**src/tprf_pkg.sv**
```systemverilog
// Shared constants for the two-port memory / queue block
package tprf_pkg;

  ////////////////////////////////////////////////////////////////////////////
  // Storage geometry
  localparam int DATA_W = 9;                 // Word width, bit 8 is parity
  localparam int ADDR_W = 8;                 // 256 locations
  localparam int CNT_W  = 9;                 // Occupancy 0..256
  localparam int PAR_B  = 8;                 // Parity bit position

  ////////////////////////////////////////////////////////////////////////////
  // Register map (byte addresses on the bus)
  localparam int           APB_AW   = 12;
  localparam logic [11:0]  CFG_OFS  = 12'h000;   // Configuration, read/write
  localparam logic [11:0]  STAT_OFS = 12'h004;   // Status, read only

  // Configuration fields
  localparam int CFG_FIFO  = 0;    // 1 = queue, 0 = random access
  localparam int CFG_WSYNC = 1;    // Write port timed by write clock
  localparam int CFG_RSYNC = 2;    // Read port timed by read clock
  localparam int CFG_PIPE  = 3;    // Pipelined read (sync read only)
  localparam int CFG_PGEN  = 4;    // Generate parity instead of checking
  localparam int CFG_ODD   = 5;    // Odd parity when set
  localparam int CFG_CASC  = 6;    // Output mux takes cascade word
  localparam int CFG_LG    = 8;    // Depth select, 3 bits
  localparam int CFG_LVL   = 16;   // Threshold level, 8 bits
  localparam logic [31:0] CFG_RST = 32'h0000_0700;  // Full depth, RAM mode

  // Status fields
  localparam int ST_FULL  = 0;
  localparam int ST_EMPTY = 1;
  localparam int ST_EQ    = 2;
  localparam int ST_GEQ   = 3;
  localparam int ST_RFLT  = 4;
  localparam int ST_WFLT  = 5;
  localparam int ST_CNT   = 16;    // Occupancy, 9 bits

endpackage

```
**src/tprf_mem_if.sv**
```systemverilog
`timescale 1ns/1ps
// Carrier between queue control and the storage array
interface tprf_mem_if;
  logic       we;       // Write this cycle
  logic [7:0] write_location;    // Write location
  logic [8:0] wdata;    // Word to store
  logic       re;       // Read this cycle
  logic [7:0] read_location;    // Read location
  logic [8:0] rdata;    // Registered read word

  modport ctl (output we, output write_location, output wdata, output re, output read_location, input rdata);
  modport mem (input we, input write_location, input wdata, input re, input read_location, output rdata);
endinterface

```
**src/tprf_block.sv**
```systemverilog
`timescale 1ns/1ps
// Summary of operation
// 256 nine-bit words, one read, one write
// RAM or queue; each port sync/async
// RAM mode: bit eight carries parity
// Odd select high odd, low even
// Read and write parity fault outputs
// Generate mode replaces bit eight with parity
// Sync ports timed by own port clocks
// Reader asserts select, strobe, gives address
// Writer asserts select, strobe, gives word
// Pointer reset empties the queue
// Full ignores writes, empty ignores reads
// Equal flag when count equals threshold
// At-or-above flag when count reaches threshold
// Depth is two to power select+1
// Output mux selects cascaded block word
// Same-location collision returns write data
// Transparent read updates in access cycle
// Pipelined read updates after second edge
// Count up on write, down on read
// Full at depth, empty at zero
module tprf_block (
  input  wire logic        SYS_CLK_IN,
  input  wire logic        NRST_IN,
  input  wire logic        PSEL_IN,
  input  wire logic        PENABLE_IN,
  input  wire logic        PWRITE_IN,
  input  wire logic [11:0] PADDR_IN,
  input  wire logic [31:0] PWDATA_IN,
  output logic      [31:0] PRDATA_OUT,
  output logic             PREADY_OUT,
  output logic             PSLVERR_OUT,
  input  wire logic        WRITE_SIDE_CLOCK_IN,
  input  wire logic        READ_SIDE_CLOCK_IN,
  input  wire logic        WRITE_SELECT_N_IN,
  input  wire logic        WRITE_STROBE_N_IN,
  input  wire logic [7:0]  WRITE_LOCATION_IN,
  input  wire logic [8:0]  WRITE_WORD_IN,
  input  wire logic        READ_SELECT_N_IN,
  input  wire logic        READ_STROBE_N_IN,
  input  wire logic [7:0]  READ_LOCATION_IN,
  input  wire logic        POINTER_RESET_N_IN,
  input  wire logic [8:0]  CASCADE_WORD_IN,
  output logic      [8:0]  READ_WORD_OUT,
  output logic             READ_PARITY_FAULT_OUT,
  output logic             WRITE_PARITY_FAULT_OUT,
  output logic             FULL_OUT,
  output logic             EMPTY_OUT,
  output logic             COUNT_AT_THRESHOLD_OUT,
  output logic             COUNT_AT_OR_ABOVE_THRESHOLD_OUT
);

  ////////////////////////////////////////////////////////////////////////////
  // Helpers
  // Parity bit that makes the nine-bit word match the chosen sense
  function automatic logic par_bit(input logic [7:0] d, input logic odd);
    par_bit = (^d) ^ odd;
  endfunction

  // Mismatch between a stored or incoming word and the chosen sense
  function automatic logic par_err(input logic [8:0] d, input logic odd);
    par_err = (^d) ^ odd;
  endfunction

  // Configured queue depth, 2..256 words
  function automatic logic [8:0] depth_of(input logic [2:0] lg);
    depth_of = 9'h002 << lg;
  endfunction

  ////////////////////////////////////////////////////////////////////////////
  // State
  logic [31:0] cfg_ff;            // Configuration register
  logic [31:0] prdata_ff;         // Bus read data
  logic        pready_ff;         // Bus ready
  logic        pslverr_ff;        // Bus error
  logic        wclk_q_ff;         // Write clock, last cycle
  logic        rclk_q_ff;         // Read clock, last cycle
  logic        wact_q_ff;         // Write request, last cycle
  logic        ract_q_ff;         // Read request, last cycle
  logic [7:0]  wptr_ff;           // Queue write pointer
  logic [7:0]  rptr_ff;           // Queue read pointer
  logic [8:0]  cnt_ff;            // Queue occupancy
  logic [8:0]  nxt_cnt;
  logic        rd_vld_ff;         // Array word arrives this cycle
  logic [8:0]  pipe_ff;           // Pipeline stage
  logic        pend_ff;           // Pipeline holds undelivered word
  logic [8:0]  own_ff;            // This block's last read word
  logic [8:0]  nxt_own;
  logic [8:0]  dout_ff;           // Output after cascade mux
  logic        rpe_ff;
  logic        wpe_ff;
  logic        full_ff;
  logic        empty_ff;
  logic        eq_ff;
  logic        geq_ff;

  tprf_mem_if mem_if ();

  tprf_mem u_mem (
    .clk_in   (SYS_CLK_IN),
    .rst_n_in (NRST_IN),
    .port     (mem_if.mem)
  );

  ////////////////////////////////////////////////////////////////////////////
  // Configuration decode
  wire       fifo_mode = cfg_ff[tprf_pkg::CFG_FIFO];
  wire       wsync     = cfg_ff[tprf_pkg::CFG_WSYNC];
  wire       rsync     = cfg_ff[tprf_pkg::CFG_RSYNC];
  wire       pipe_mode = rsync & cfg_ff[tprf_pkg::CFG_PIPE];
  wire       pgen      = cfg_ff[tprf_pkg::CFG_PGEN];
  wire       odd       = cfg_ff[tprf_pkg::CFG_ODD];
  wire       casc      = cfg_ff[tprf_pkg::CFG_CASC];
  wire [2:0] depth_sel = cfg_ff[tprf_pkg::CFG_LG +: 3];
  wire [7:0] level     = cfg_ff[tprf_pkg::CFG_LVL +: 8];
  wire [8:0] depth     = depth_of(depth_sel);
  wire [7:0] ptr_mask  = 8'(depth - 9'h001);

  ////////////////////////////////////////////////////////////////////////////
  // Port requests; async ports act once per strobe assertion
  wire w_act   = ~WRITE_SELECT_N_IN & ~WRITE_STROBE_N_IN;
  wire r_act   = ~READ_SELECT_N_IN & ~READ_STROBE_N_IN;
  wire wr_rise = WRITE_SIDE_CLOCK_IN & ~wclk_q_ff;
  wire rd_rise = READ_SIDE_CLOCK_IN & ~rclk_q_ff;
  wire wr_evt  = w_act & (wsync ? wr_rise : ~wact_q_ff);
  wire rd_evt  = r_act & (rsync ? rd_rise : ~ract_q_ff);
  wire q_full  = (cnt_ff == depth);
  wire q_empty = (cnt_ff == 9'h000);
  wire wr_ok   = wr_evt & ~(fifo_mode & q_full);
  wire rd_ok   = rd_evt & ~(fifo_mode & q_empty);

  // Edge history for the port clocks and strobes
  always_ff @(posedge SYS_CLK_IN or negedge NRST_IN) begin
    if (!NRST_IN) begin
      wclk_q_ff <= 1'b0;
      rclk_q_ff <= 1'b0;
      wact_q_ff <= 1'b0;
      ract_q_ff <= 1'b0;
    end else begin
      wclk_q_ff <= WRITE_SIDE_CLOCK_IN;
      rclk_q_ff <= READ_SIDE_CLOCK_IN;
      wact_q_ff <= w_act;
      ract_q_ff <= r_act;
    end
  end

  ////////////////////////////////////////////////////////////////////////////
  // Array access; queue mode uses pointers, RAM mode the pins
  assign mem_if.we    = wr_ok;
  assign mem_if.re    = rd_ok;
  assign mem_if.write_location = fifo_mode ? wptr_ff : WRITE_LOCATION_IN;
  assign mem_if.read_location = fifo_mode ? rptr_ff : READ_LOCATION_IN;
  // Generated parity overwrites whatever the writer put on bit eight
  assign mem_if.wdata = pgen ? {par_bit(WRITE_WORD_IN[7:0], odd), WRITE_WORD_IN[7:0]}
                             : WRITE_WORD_IN;

  ////////////////////////////////////////////////////////////////////////////
  // Queue pointers
  always_ff @(posedge SYS_CLK_IN or negedge NRST_IN) begin
    if (!NRST_IN) begin
      wptr_ff <= 8'h00;
      rptr_ff <= 8'h00;
    end else if (!POINTER_RESET_N_IN) begin
      wptr_ff <= 8'h00;
      rptr_ff <= 8'h00;
    end else begin
      if (fifo_mode && wr_ok) begin
        wptr_ff <= (wptr_ff + 8'h01) & ptr_mask;
      end
      if (fifo_mode && rd_ok) begin
        rptr_ff <= (rptr_ff + 8'h01) & ptr_mask;
      end
    end
  end

  // Occupancy; a write and a read together leave it unchanged
  always_comb begin
    nxt_cnt = cnt_ff;
    if (!POINTER_RESET_N_IN) begin
      nxt_cnt = 9'h000;
    end else if (fifo_mode) begin
      if (wr_ok && !rd_ok) begin
        nxt_cnt = cnt_ff + 9'h001;
      end else if (rd_ok && !wr_ok) begin
        nxt_cnt = cnt_ff - 9'h001;
      end
    end
  end

  always_ff @(posedge SYS_CLK_IN or negedge NRST_IN) begin
    if (!NRST_IN) begin
      cnt_ff <= 9'h000;
    end else begin
      cnt_ff <= nxt_cnt;
    end
  end

  // Flags follow occupancy one cycle later
  always_ff @(posedge SYS_CLK_IN or negedge NRST_IN) begin
    if (!NRST_IN) begin
      full_ff  <= 1'b0;
      empty_ff <= 1'b1;
      eq_ff    <= 1'b1;   // Count zero meets level zero
      geq_ff   <= 1'b1;
    end else begin
      full_ff  <= q_full;
      empty_ff <= q_empty;
      eq_ff    <= (cnt_ff == {1'b0, level});
      geq_ff   <= (cnt_ff >= {1'b0, level});
    end
  end

  ////////////////////////////////////////////////////////////////////////////
  // Parity faults, held until the next access on that port
  always_ff @(posedge SYS_CLK_IN or negedge NRST_IN) begin
    if (!NRST_IN) begin
      wpe_ff <= 1'b0;
      rpe_ff <= 1'b0;
    end else begin
      if (wr_ok) begin
        wpe_ff <= ~pgen & par_err(WRITE_WORD_IN, odd);
      end
      if (rd_vld_ff) begin
        rpe_ff <= ~pgen & par_err(mem_if.rdata, odd);
      end
    end
  end

  ////////////////////////////////////////////////////////////////////////////
  // Read data path
  always_ff @(posedge SYS_CLK_IN or negedge NRST_IN) begin
    if (!NRST_IN) begin
      rd_vld_ff <= 1'b0;
      pipe_ff   <= 9'h000;
      pend_ff   <= 1'b0;
    end else begin
      rd_vld_ff <= rd_ok;
      // Pipelined word waits for the next read clock edge
      if (rd_vld_ff && pipe_mode) begin
        pipe_ff <= mem_if.rdata;
        pend_ff <= 1'b1;
      end else if (rd_rise) begin
        pend_ff <= 1'b0;
      end
    end
  end

  // Own word: transparent as soon as read, pipelined at next edge
  always_comb begin
    nxt_own = own_ff;
    if (rd_vld_ff && !pipe_mode) begin
      nxt_own = mem_if.rdata;
    end else if (pipe_mode && pend_ff && rd_rise) begin
      nxt_own = pipe_ff;
    end
  end

  // Cascade mux keeps own word so switching back loses nothing
  always_ff @(posedge SYS_CLK_IN or negedge NRST_IN) begin
    if (!NRST_IN) begin
      own_ff  <= 9'h000;
      dout_ff <= 9'h000;
    end else begin
      own_ff  <= nxt_own;
      dout_ff <= casc ? CASCADE_WORD_IN : nxt_own;
    end
  end

  ////////////////////////////////////////////////////////////////////////////
  // Register bus, one wait state so every answer comes from a flop
  wire acc     = PSEL_IN & PENABLE_IN;
  wire hit_cfg = (PADDR_IN == tprf_pkg::CFG_OFS);
  wire hit_st  = (PADDR_IN == tprf_pkg::STAT_OFS);
  wire [31:0] stat_word = {7'h00, cnt_ff, 10'h000, wpe_ff, rpe_ff,
                           geq_ff, eq_ff, empty_ff, full_ff};

  always_ff @(posedge SYS_CLK_IN or negedge NRST_IN) begin
    if (!NRST_IN) begin
      pready_ff  <= 1'b0;
      pslverr_ff <= 1'b0;
      prdata_ff  <= 32'h0000_0000;
    end else begin
      pready_ff  <= acc & ~pready_ff;
      pslverr_ff <= acc & ~pready_ff & ~(hit_cfg | hit_st);
      if (acc && !pready_ff && !PWRITE_IN) begin
        prdata_ff <= hit_cfg ? cfg_ff : (hit_st ? stat_word : 32'h0000_0000);
      end
    end
  end

  // Configuration write lands at the completing edge only
  always_ff @(posedge SYS_CLK_IN or negedge NRST_IN) begin
    if (!NRST_IN) begin
      cfg_ff <= tprf_pkg::CFG_RST;
    end else if (acc && pready_ff && PWRITE_IN && hit_cfg) begin
      cfg_ff <= PWDATA_IN;
    end
  end

  ////////////////////////////////////////////////////////////////////////////
  // Outputs
  assign PRDATA_OUT                      = prdata_ff;
  assign PREADY_OUT                      = pready_ff;
  assign PSLVERR_OUT                     = pslverr_ff;
  assign READ_WORD_OUT                   = dout_ff;
  assign READ_PARITY_FAULT_OUT           = rpe_ff;
  assign WRITE_PARITY_FAULT_OUT          = wpe_ff;
  assign FULL_OUT                        = full_ff;
  assign EMPTY_OUT                       = empty_ff;
  assign COUNT_AT_THRESHOLD_OUT          = eq_ff;
  assign COUNT_AT_OR_ABOVE_THRESHOLD_OUT = geq_ff;
endmodule

```
**src/tprf_mem.sv**
```systemverilog
`timescale 1ns/1ps
// 256 x 9 storage with one write port and one registered read port
module tprf_mem (
  input  wire logic clk_in,
  input  wire logic rst_n_in,
  tprf_mem_if.mem   port
);

  logic [8:0] mem_ff [0:255];   // Array, not reset
  logic [8:0] rdata_ff;         // Read word register

  ////////////////////////////////////////////////////////////////////////////
  // Write port
  always_ff @(posedge clk_in) begin
    if (port.we) begin
      mem_ff[port.write_location] <= port.wdata;
    end
  end

  ////////////////////////////////////////////////////////////////////////////
  // Read port; a colliding write is passed straight through
  always_ff @(posedge clk_in or negedge rst_n_in) begin
    if (!rst_n_in) begin
      rdata_ff <= 9'h000;
    end else if (port.re) begin
      // Array still holds the old word this cycle, so bypass it
      if (port.we && (port.write_location == port.read_location)) begin
        rdata_ff <= port.wdata;
      end else begin
        rdata_ff <= mem_ff[port.read_location];
      end
    end
  end

  assign port.rdata = rdata_ff;
endmodule

```
**config.mk**
```make
export PLATFORM = sky130hd
export DESIGN_NAME = tprf_block
export DESIGN_NICKNAME = d
export VERILOG_FILES = /design/src/tprf_pkg.sv /design/src/tprf_mem_if.sv /design/src/tprf_block.sv /design/src/tprf_mem.sv
export SDC_FILE = /design/constraint.sdc
export NUM_CORES = 2
export LEC_CHECK = 0
export ABC_AREA = 1
export BUFFER_PORTS_ARGS = -buffer_cell sky130_fd_sc_hd__buf_4
export CELL_PAD_IN_SITES_DETAIL_PLACEMENT = 1
export CELL_PAD_IN_SITES_GLOBAL_PLACEMENT = 1
export CORE_UTILIZATION = 54
export DETAILED_ROUTE_END_ITERATION = 6
export HOLD_SLACK_MARGIN = 0.03
export PLACE_DENSITY_LB_ADDON = 0.1
export SYNTH_ARGS = -nofsm -noshare
export SYNTH_HDL_FRONTEND = slang
export SYNTH_SLANG_ARGS = --single-unit
```
**constraint.sdc**
```tcl
create_clock -name SYS_CLK_IN -period 7.2 [get_ports SYS_CLK_IN]
set_input_delay 1.08 -clock SYS_CLK_IN [delete_from_list [all_inputs] [get_ports SYS_CLK_IN]]
set_output_delay 1.08 -clock SYS_CLK_IN [all_outputs]
set_load 0.1 [all_outputs]
```
==> Word level (Yosys, flattened, before mapping) <==
Memories as Yosys holds them, arrays and structs flattened. A register that Yosys moved wholly into a read port is not among the register bits.
Index checks and enable logic that the tools add are counted.
{ "totals": {"register_bits": 130, "ramBits": 2304, "inputBits": 90, "output_inout_bits": 49, "word_cells": 120, "mem_count": 1} }
{ "memory_table": {"columns": ["name", "depth", "width", "read_ports", "rd_ports_with_merged_regs", "wr", "line", "text"], "rows": [
  ["u_mem.mem_ff", 256, 9, 1, 1, 1, "tprf_mem.sv:9", "logic [8:0] mem_ff [0:255];"]
]} }
{ "classes": {"n_addsub": 5, "magnitude_cmp": 1, "n_eq_ne": 7, "n_shift": 1, "mux": 22, "n_bitwise": 35, "reduce_logical": 26} }
{ "ops": {"columns": ["op", "count"], "rows": [
  ["9-bit two-way mux", 8],
  ["8-bit two-way mux", 6],
  ["32-bit two-way mux", 1],
  ["25-bit two-way mux", 1],
  ["9-bit parity", 2],
  ["8-bit by 1-bit adder with 8-bit output (second input constant)", 2],
  ["1-bit AND", 16],
  ["8-bit AND", 2],
  ["1-bit logical AND", 13],
  ["1-bit inverter", 13],
  ["12-bit by 3-bit == test with 1-bit output (second input constant)", 1],
  ["12-bit zero test", 1],
  ["9-bit by 1-bit adder with 9-bit output (second input constant)", 1],
  ["9-bit by 8-bit == test with 1-bit output", 1],
  ["9-bit == test", 1],
  ["9-bit by 8-bit >= comparator with 1-bit output", 1],
  ["9-bit zero test", 1],
  ["2-bit by 3-bit << shifter with 9-bit output (first input constant)", 1],
  ["9-bit by 1-bit subtractor with 9-bit output (second input constant)", 1],
  ["8-bit parity", 1],
  ["8-bit by 1-bit subtractor with 8-bit output (second input constant)", 1],
  ["1-bit zero test", 6],
  ["1-bit two-way mux", 6],
  ["2-bit by 1-bit inequality test with 1-bit output (second input constant)", 3],
  ["other kinds (5)", 7]
]} }

==> Longest topological paths before layout <==
{ "logic_depth": {"ltp_word": 11, "mapped_depth": 20, "depth_no_buf": 19} }

==> Modules after synthesis <==
From an unflattened synthesis, not the netlist that was laid out.
{ "hier_totals": {"hier_cells": 8670, "area_unflattened_um2": 100209.9} }
{ "modules_own_cells": {"columns": ["mod", "instances", "cells_each", "area_per_inst_um2", "seq_area_each_um2"], "rows": [
  ["tprf_mem", 1, 7879, 93552.2, 69411.6],
  ["tprf_block", 1, 791, 6657.6, 3260.6]
]} }

==> Worst setup path after synthesis <==
OpenSTA, ideal clock, no wires.
{ "synth_timing": {"path_type": "input to register", "from": "input port WRITE_WORD_IN[3]", "to": "memory u_mem.mem_ff[0][8] (data pin)", "setup_time_ns": 0.826, "t_arrival_ns": 4.927, "required_time_ns": 6.374, "setup_slack_ns": 1.447, "stages": 6, "n_path_buf": 0, "path_cell_list": "xnor2_1 > xor2_1 > xnor2_1 > xor2_1 > nand2_1 > nand2_1"} }
{ "synth_between": {"elab_chain_len": 3} }
{ "synth_lines": {"columns": ["element", "line", "text"], "rows": [
  ["start, declared", "tprf_block.sv:39", "input wire logic [8:0] WRITE_WORD_IN,"],
  ["8-bit parity", "tprf_block.sv:58", "par_bit = (^d) ^ odd;"],
  ["1-bit bitwise XOR", "tprf_block.sv:58", null],
  ["9-bit two-way mux", "tprf_block.sv:155", "assign mem_if.wdata = pgen ? {par_bit(WRITE_WORD_IN[7:0], odd), WRITE_WORD_IN[7:0]}"],
  ["net mem_if.wdata[8]", "tprf_mem_if.sv:6", "logic [8:0] wdata;"],
  ["end, declared", "tprf_mem.sv:9", null]
]} }
The timed path passes the listed nets, and every way through them passes these cells.

==> Final worst setup path <==
{ "layout_timing": {"from": "register cfg_ff[0]", "to": "register u_mem.rdata_ff[8], in the netlist u_mem.port.rdata[8], read port of u_mem.mem_ff"} }
{ "layout_between": {"elab_chain_len": 3, "word_cells_on_any_way": 4, "cone_classes": "mux (1); bitwise (3)"} }
{ "layout_lines": {"columns": ["element", "line", "text"], "rows": [
  ["start, declared", "tprf_block.sv:73", "logic [31:0] cfg_ff;"],
  ["start signal, assigned", "tprf_block.sv:295", "cfg_ff <= tprf_pkg::CFG_RST;"],
  ["1-bit AND", "tprf_block.sv:131", "wire rd_ok = rd_evt & ~(fifo_mode & q_empty);"],
  ["1-bit inverter", "tprf_block.sv:131", null],
  ["1-bit AND", "tprf_block.sv:131", null],
  ["end, declared", "tprf_mem.sv:10", "logic [8:0] rdata_ff;"]
]} }
Several ways; a longest one is shown, not always the timed one.
A chain may end at the register's enable or synchronous reset.

==> results.tsv <==
stage	metric	value	unit
synthesis	synth_area	107000	um2
worst_setup_path	cp_data_arrival_time	6270	ps
route	first_iter_violations	8184	
placed_design	gp_congestion	0.878	
sta	period_share	76.0	%
grt	grt_overflow_total	0	
clocking	cts-htree-levels	5	
worst_setup_path	crit_buf_inv	4	
worst_setup_path	crit_path_max_fanout	122	
synthesis	synth.distinct_cells	49	
floorplan	die_x	448	um
sta	timing.final.hold_violations	0	
layout	syn2layout_area_growth	10.8	%
grt	use_met2	57.0	%
route	drt-vias-per-instance	5.83	
synthesis	syn_nets	10600	
worst_setup_path	crit_path_start_kind	register	
clocking	post-cts-setup-buffers	0	
synthesis	synth_area_per_cell	10.3	um2
worst_setup_path	rr_endpoint	u_mem.port.rdata[8]	
synthesis	synth_top_family_by_area	simple AND/OR/NAND/NOR gates	
worst_setup_path	required	7990	ps
layout	final_util	60.2	%
hold_path	hp-class	input pin to asynchronous set/reset pin	
worst_setup_path	endpoint_kind	register	
synthesis	synth_edf_count	2304	
synthesis	synth_compound_area_share	1.36	%
synthesis	ys.flop_type	edfxtp_1	
clocking	cts.clk_slew.worst_paths	60	ps
grt	track_usage	34.3	%
worst_setup_path	cp_slowest_stage_delay	800	ps
pwr	p_leak	49.7	nW
clocking	clkSinkCount	2443	
clocking	cts.repair.resized	0	
layout	design_area	119000	um2
run_status	status	finished, violations left	
sta	slew_viol_final	5	
floorplan	dieHeight	448	um
floorplan	dieArea	200000	um2
route	firstDrtPassIters	7	
grt	antenna_found_initial	11	
grt	met3_usage	6.19	%
clocking	ctsHoldBuffers	0	
sta	timing.fmax	0.183	GHz
worst_setup_path	path_class	register to register	
flow_run	maxCapViolations	1	
sta	setup_viol	0	
synthesis	synth_mux_area_share	0.357	%
worst_setup_path	reg2reg_slack	1720	ps
worst_setup_path	path_cells	buf_4, nand2_2, buf_4, nand2_8, buf_4, buf_12, nand2_1, nand3_1, nand3_1, nand3_1, nand3_1, nand3_1, nand3_1, nand3_1, nand3_1, nand2_1, nand2_1	
clocking	cts_tree	done	
route	wl_per_cell	26.0	um
sta	max_slew_margin	-0.920	%
sta	setup_slack	1720	ps
grt	use_met1	43.6	%
placed_design	post_dp_cell_area	110000	um2
synthesis	synth_fa_ha_area_share	0.229	%
synthesis	ys_ff_latch	2443	
clocking	cts_root_buf	clkbuf_16	
grt	grt_pass1_vias	80800	
clocking	clkLatencyLatePin	950	ps
grt	top_usage_layer	met2	
floorplan	coreArea	197000	um2
sta	tns	0	ps
pwr	fin_total_pwr	34.3	mW
worst_setup_path	timing.rr.start	cfg_ff[0]	
synthesis	yosysWarnings	0	
placed_design	place_ws	1680	ps
synthesis	yosys.area_share.simple	21.0	%
grt	grt_max_degree	135	
placed_design	post-dp-hpwl	199	mm
floorplan	io_pins	139	
sta	clock_skew	55.8	ps
pwr	vdd_drop_max	0.000278	V
synthesis	yosysSeqAreaShare	67.8	%
clocking	cts_buffers	280	
route	antenna_left	0	
sta	tightest_slew	1510	ps
sta	finalCriticalPeriod	5480	ps
layout	nets	10500	
synthesis	netlist_instances	10500	
sta	rsz0062_at_grt	false	
worst_setup_path	reg2reg_depth	17	
synthesis	synthXorXnorAreaFrac	0.278	%
route	wirelength	345	mm
route	drc	1	
layout	drive_gt1_share	6.58	%
route	dr_total_vias	77400	
worst_setup_path	cpMaxStageDelayCell	nand2_8	
placed_design	numPortBuffers	138	
grt	grt_pass1_wl	506	mm
floorplan	rows	163	
run_status	violations	design-rule violations, max-capacitance violations, max-slew violations	
pwr	powerDensity	288	nW/um2
floorplan	start_util	54.3	%
worst_setup_path	critical_path.most_common_cell	nand3_1	
clocking	clk_path_buf_depth	4	
synthesis	async_flop_share	5.69	%
worst_setup_path	critical_path.top_delay_family	simple AND/OR/NAND/NOR gates	
worst_setup_path	worst-path-stages	17	
worst max-delay path by stage:
stage | from | endpoint | slack [ps]
6_report | cfg_ff[0] | u_mem.port.rdata[8] | 1720
5_1_grt | cfg_ff[0] | u_mem.port.rdata[8] | 1600
4_1_cts | cfg_ff[0] | u_mem.port.rdata[8] | 1960
3_5_place_dp | WRITE_LOCATION_IN[5] | u_mem.mem_ff[4][8] | 1680
3_3_place_gp | READ_LOCATION_IN[0] | u_mem.port.rdata[8] | 1890
2_1_floorplan | WRITE_WORD_IN[3] | u_mem.mem_ff[0][8] | 1450
through the flow:
step / hold WS [ps] / std cells
after global placement: 455 / 12800
final: 146 / 13300
after CTS: 115 / 13300
after global routing: 170 / 13300
after detailed placement: 478 / 12800
after floorplan: 479 / 10500
where the power goes:
| group | switching [mW] | internal, mW | total (mW) |
|---|---|---|---|
| logic | 3.68 | 1.16 | 4.84 |
| clock network | 5.68 | 7.88 | 13.6 |
| registers | 0.0866 | 15.8 | 15.9 |
cell families after synthesis:
family	count (synthesis)
flip-flops	2443
XOR/XNOR	34
buffers and inverters	2402
adder cells (fa/ha/maj)	19
AO/OA/AOI/OAI	263
AND/OR/NAND/NOR	5261
multiplexers	35
layout by cell type (no fill, tap or decap), drive strengths merged:
cell      count
a221oi       11
nand4        16
o21a          1
diode         5
edfxtp     2304
or2           3
mux2i         9
nor4          7
nor2        358
o31ai         7
o21ai       135
clkinv       88
dfstp         6
nor3         12
o21bai        1
o211ai       10
bufinv       17
a21oi        87
inv        1835
ha           18
dfrtp       133
clkbuf      362
clkinvlp      5
nand3      2089
a2111oi       2
xor2         17
a31oi         6
nand2      2773
fa            1
buf         264
a21o          2
and2          1
nand3b        2
xnor2        17
mux2         26
a211o         1
layer usage:
metal  wire length (um)  share of wire, %
met5                 94             0.027
met4              15900               4.6
met3              27800               8.1
met2             169000                49
met1             132000                38
cells in the mapped netlist, types with 2 or more instances:
cell type / count / area (um2)
a21o_1: 2 / 15.0
a21oi_1: 87 / 435
a221oi_1: 11 / 96.3
a31oi_1: 6 / 37.5
buf_1: 47 / 176
buf_2: 361 / 1810
buf_4: 37 / 278
buf_6: 9 / 101
clkbuf_1: 114 / 428
clkinv_1: 3 / 11.3
dfrtp_1: 133 / 3330
dfstp_2: 6 / 158
edfxtp_1: 2304 / 69200
ha_1: 18 / 225
inv_1: 1821 / 6840
inv_2: 9 / 33.8
mux2_2: 26 / 293
mux2i_1: 9 / 90.1
nand2_1: 2765 / 10400
nand2_2: 5 / 31.3
nand2_4: 3 / 33.8
nand3_1: 2089 / 10500
nand3b_1: 2 / 15.0
nand4_1: 16 / 100
nor2_1: 355 / 1330
nor2_2: 2 / 12.5
nor3_1: 11 / 55.1
nor4_1: 5 / 31.3
nor4_2: 2 / 25.0
o211ai_1: 10 / 75.1
o21ai_0: 93 / 465
o21ai_1: 35 / 175
o21ai_2: 6 / 52.6
o31ai_1: 7 / 52.6
or2_2: 2 / 12.5
xnor2_1: 17 / 149
xor2_1: 17 / 149
sequential cells by signal (all words and copies together) (netlist names), 8 cells and up:
signal	count
u_mem.mem_ff	2304
PRDATA_OUT	32
cfg_ff	32
READ_WORD_OUT	9
cnt_ff	9
own_ff	9
pipe_ff	9
u_mem.port.rdata	9
rptr_ff	8
wptr_ff	8
area by class of cell:
cell class	count	area (um2)
Fill cell	21100	78500
Sequential cell	2443	72700
Multi-Input combinational cell	5612	25000
Clock buffer	362	7450
Inverter	1834	6910
Tap cell	2640	3300
Timing Repair Buffer	264	2510
Clock inverter	111	971
Antenna cell	5	12.5
No activity file was read; power rests on OpenSTA's default activity.
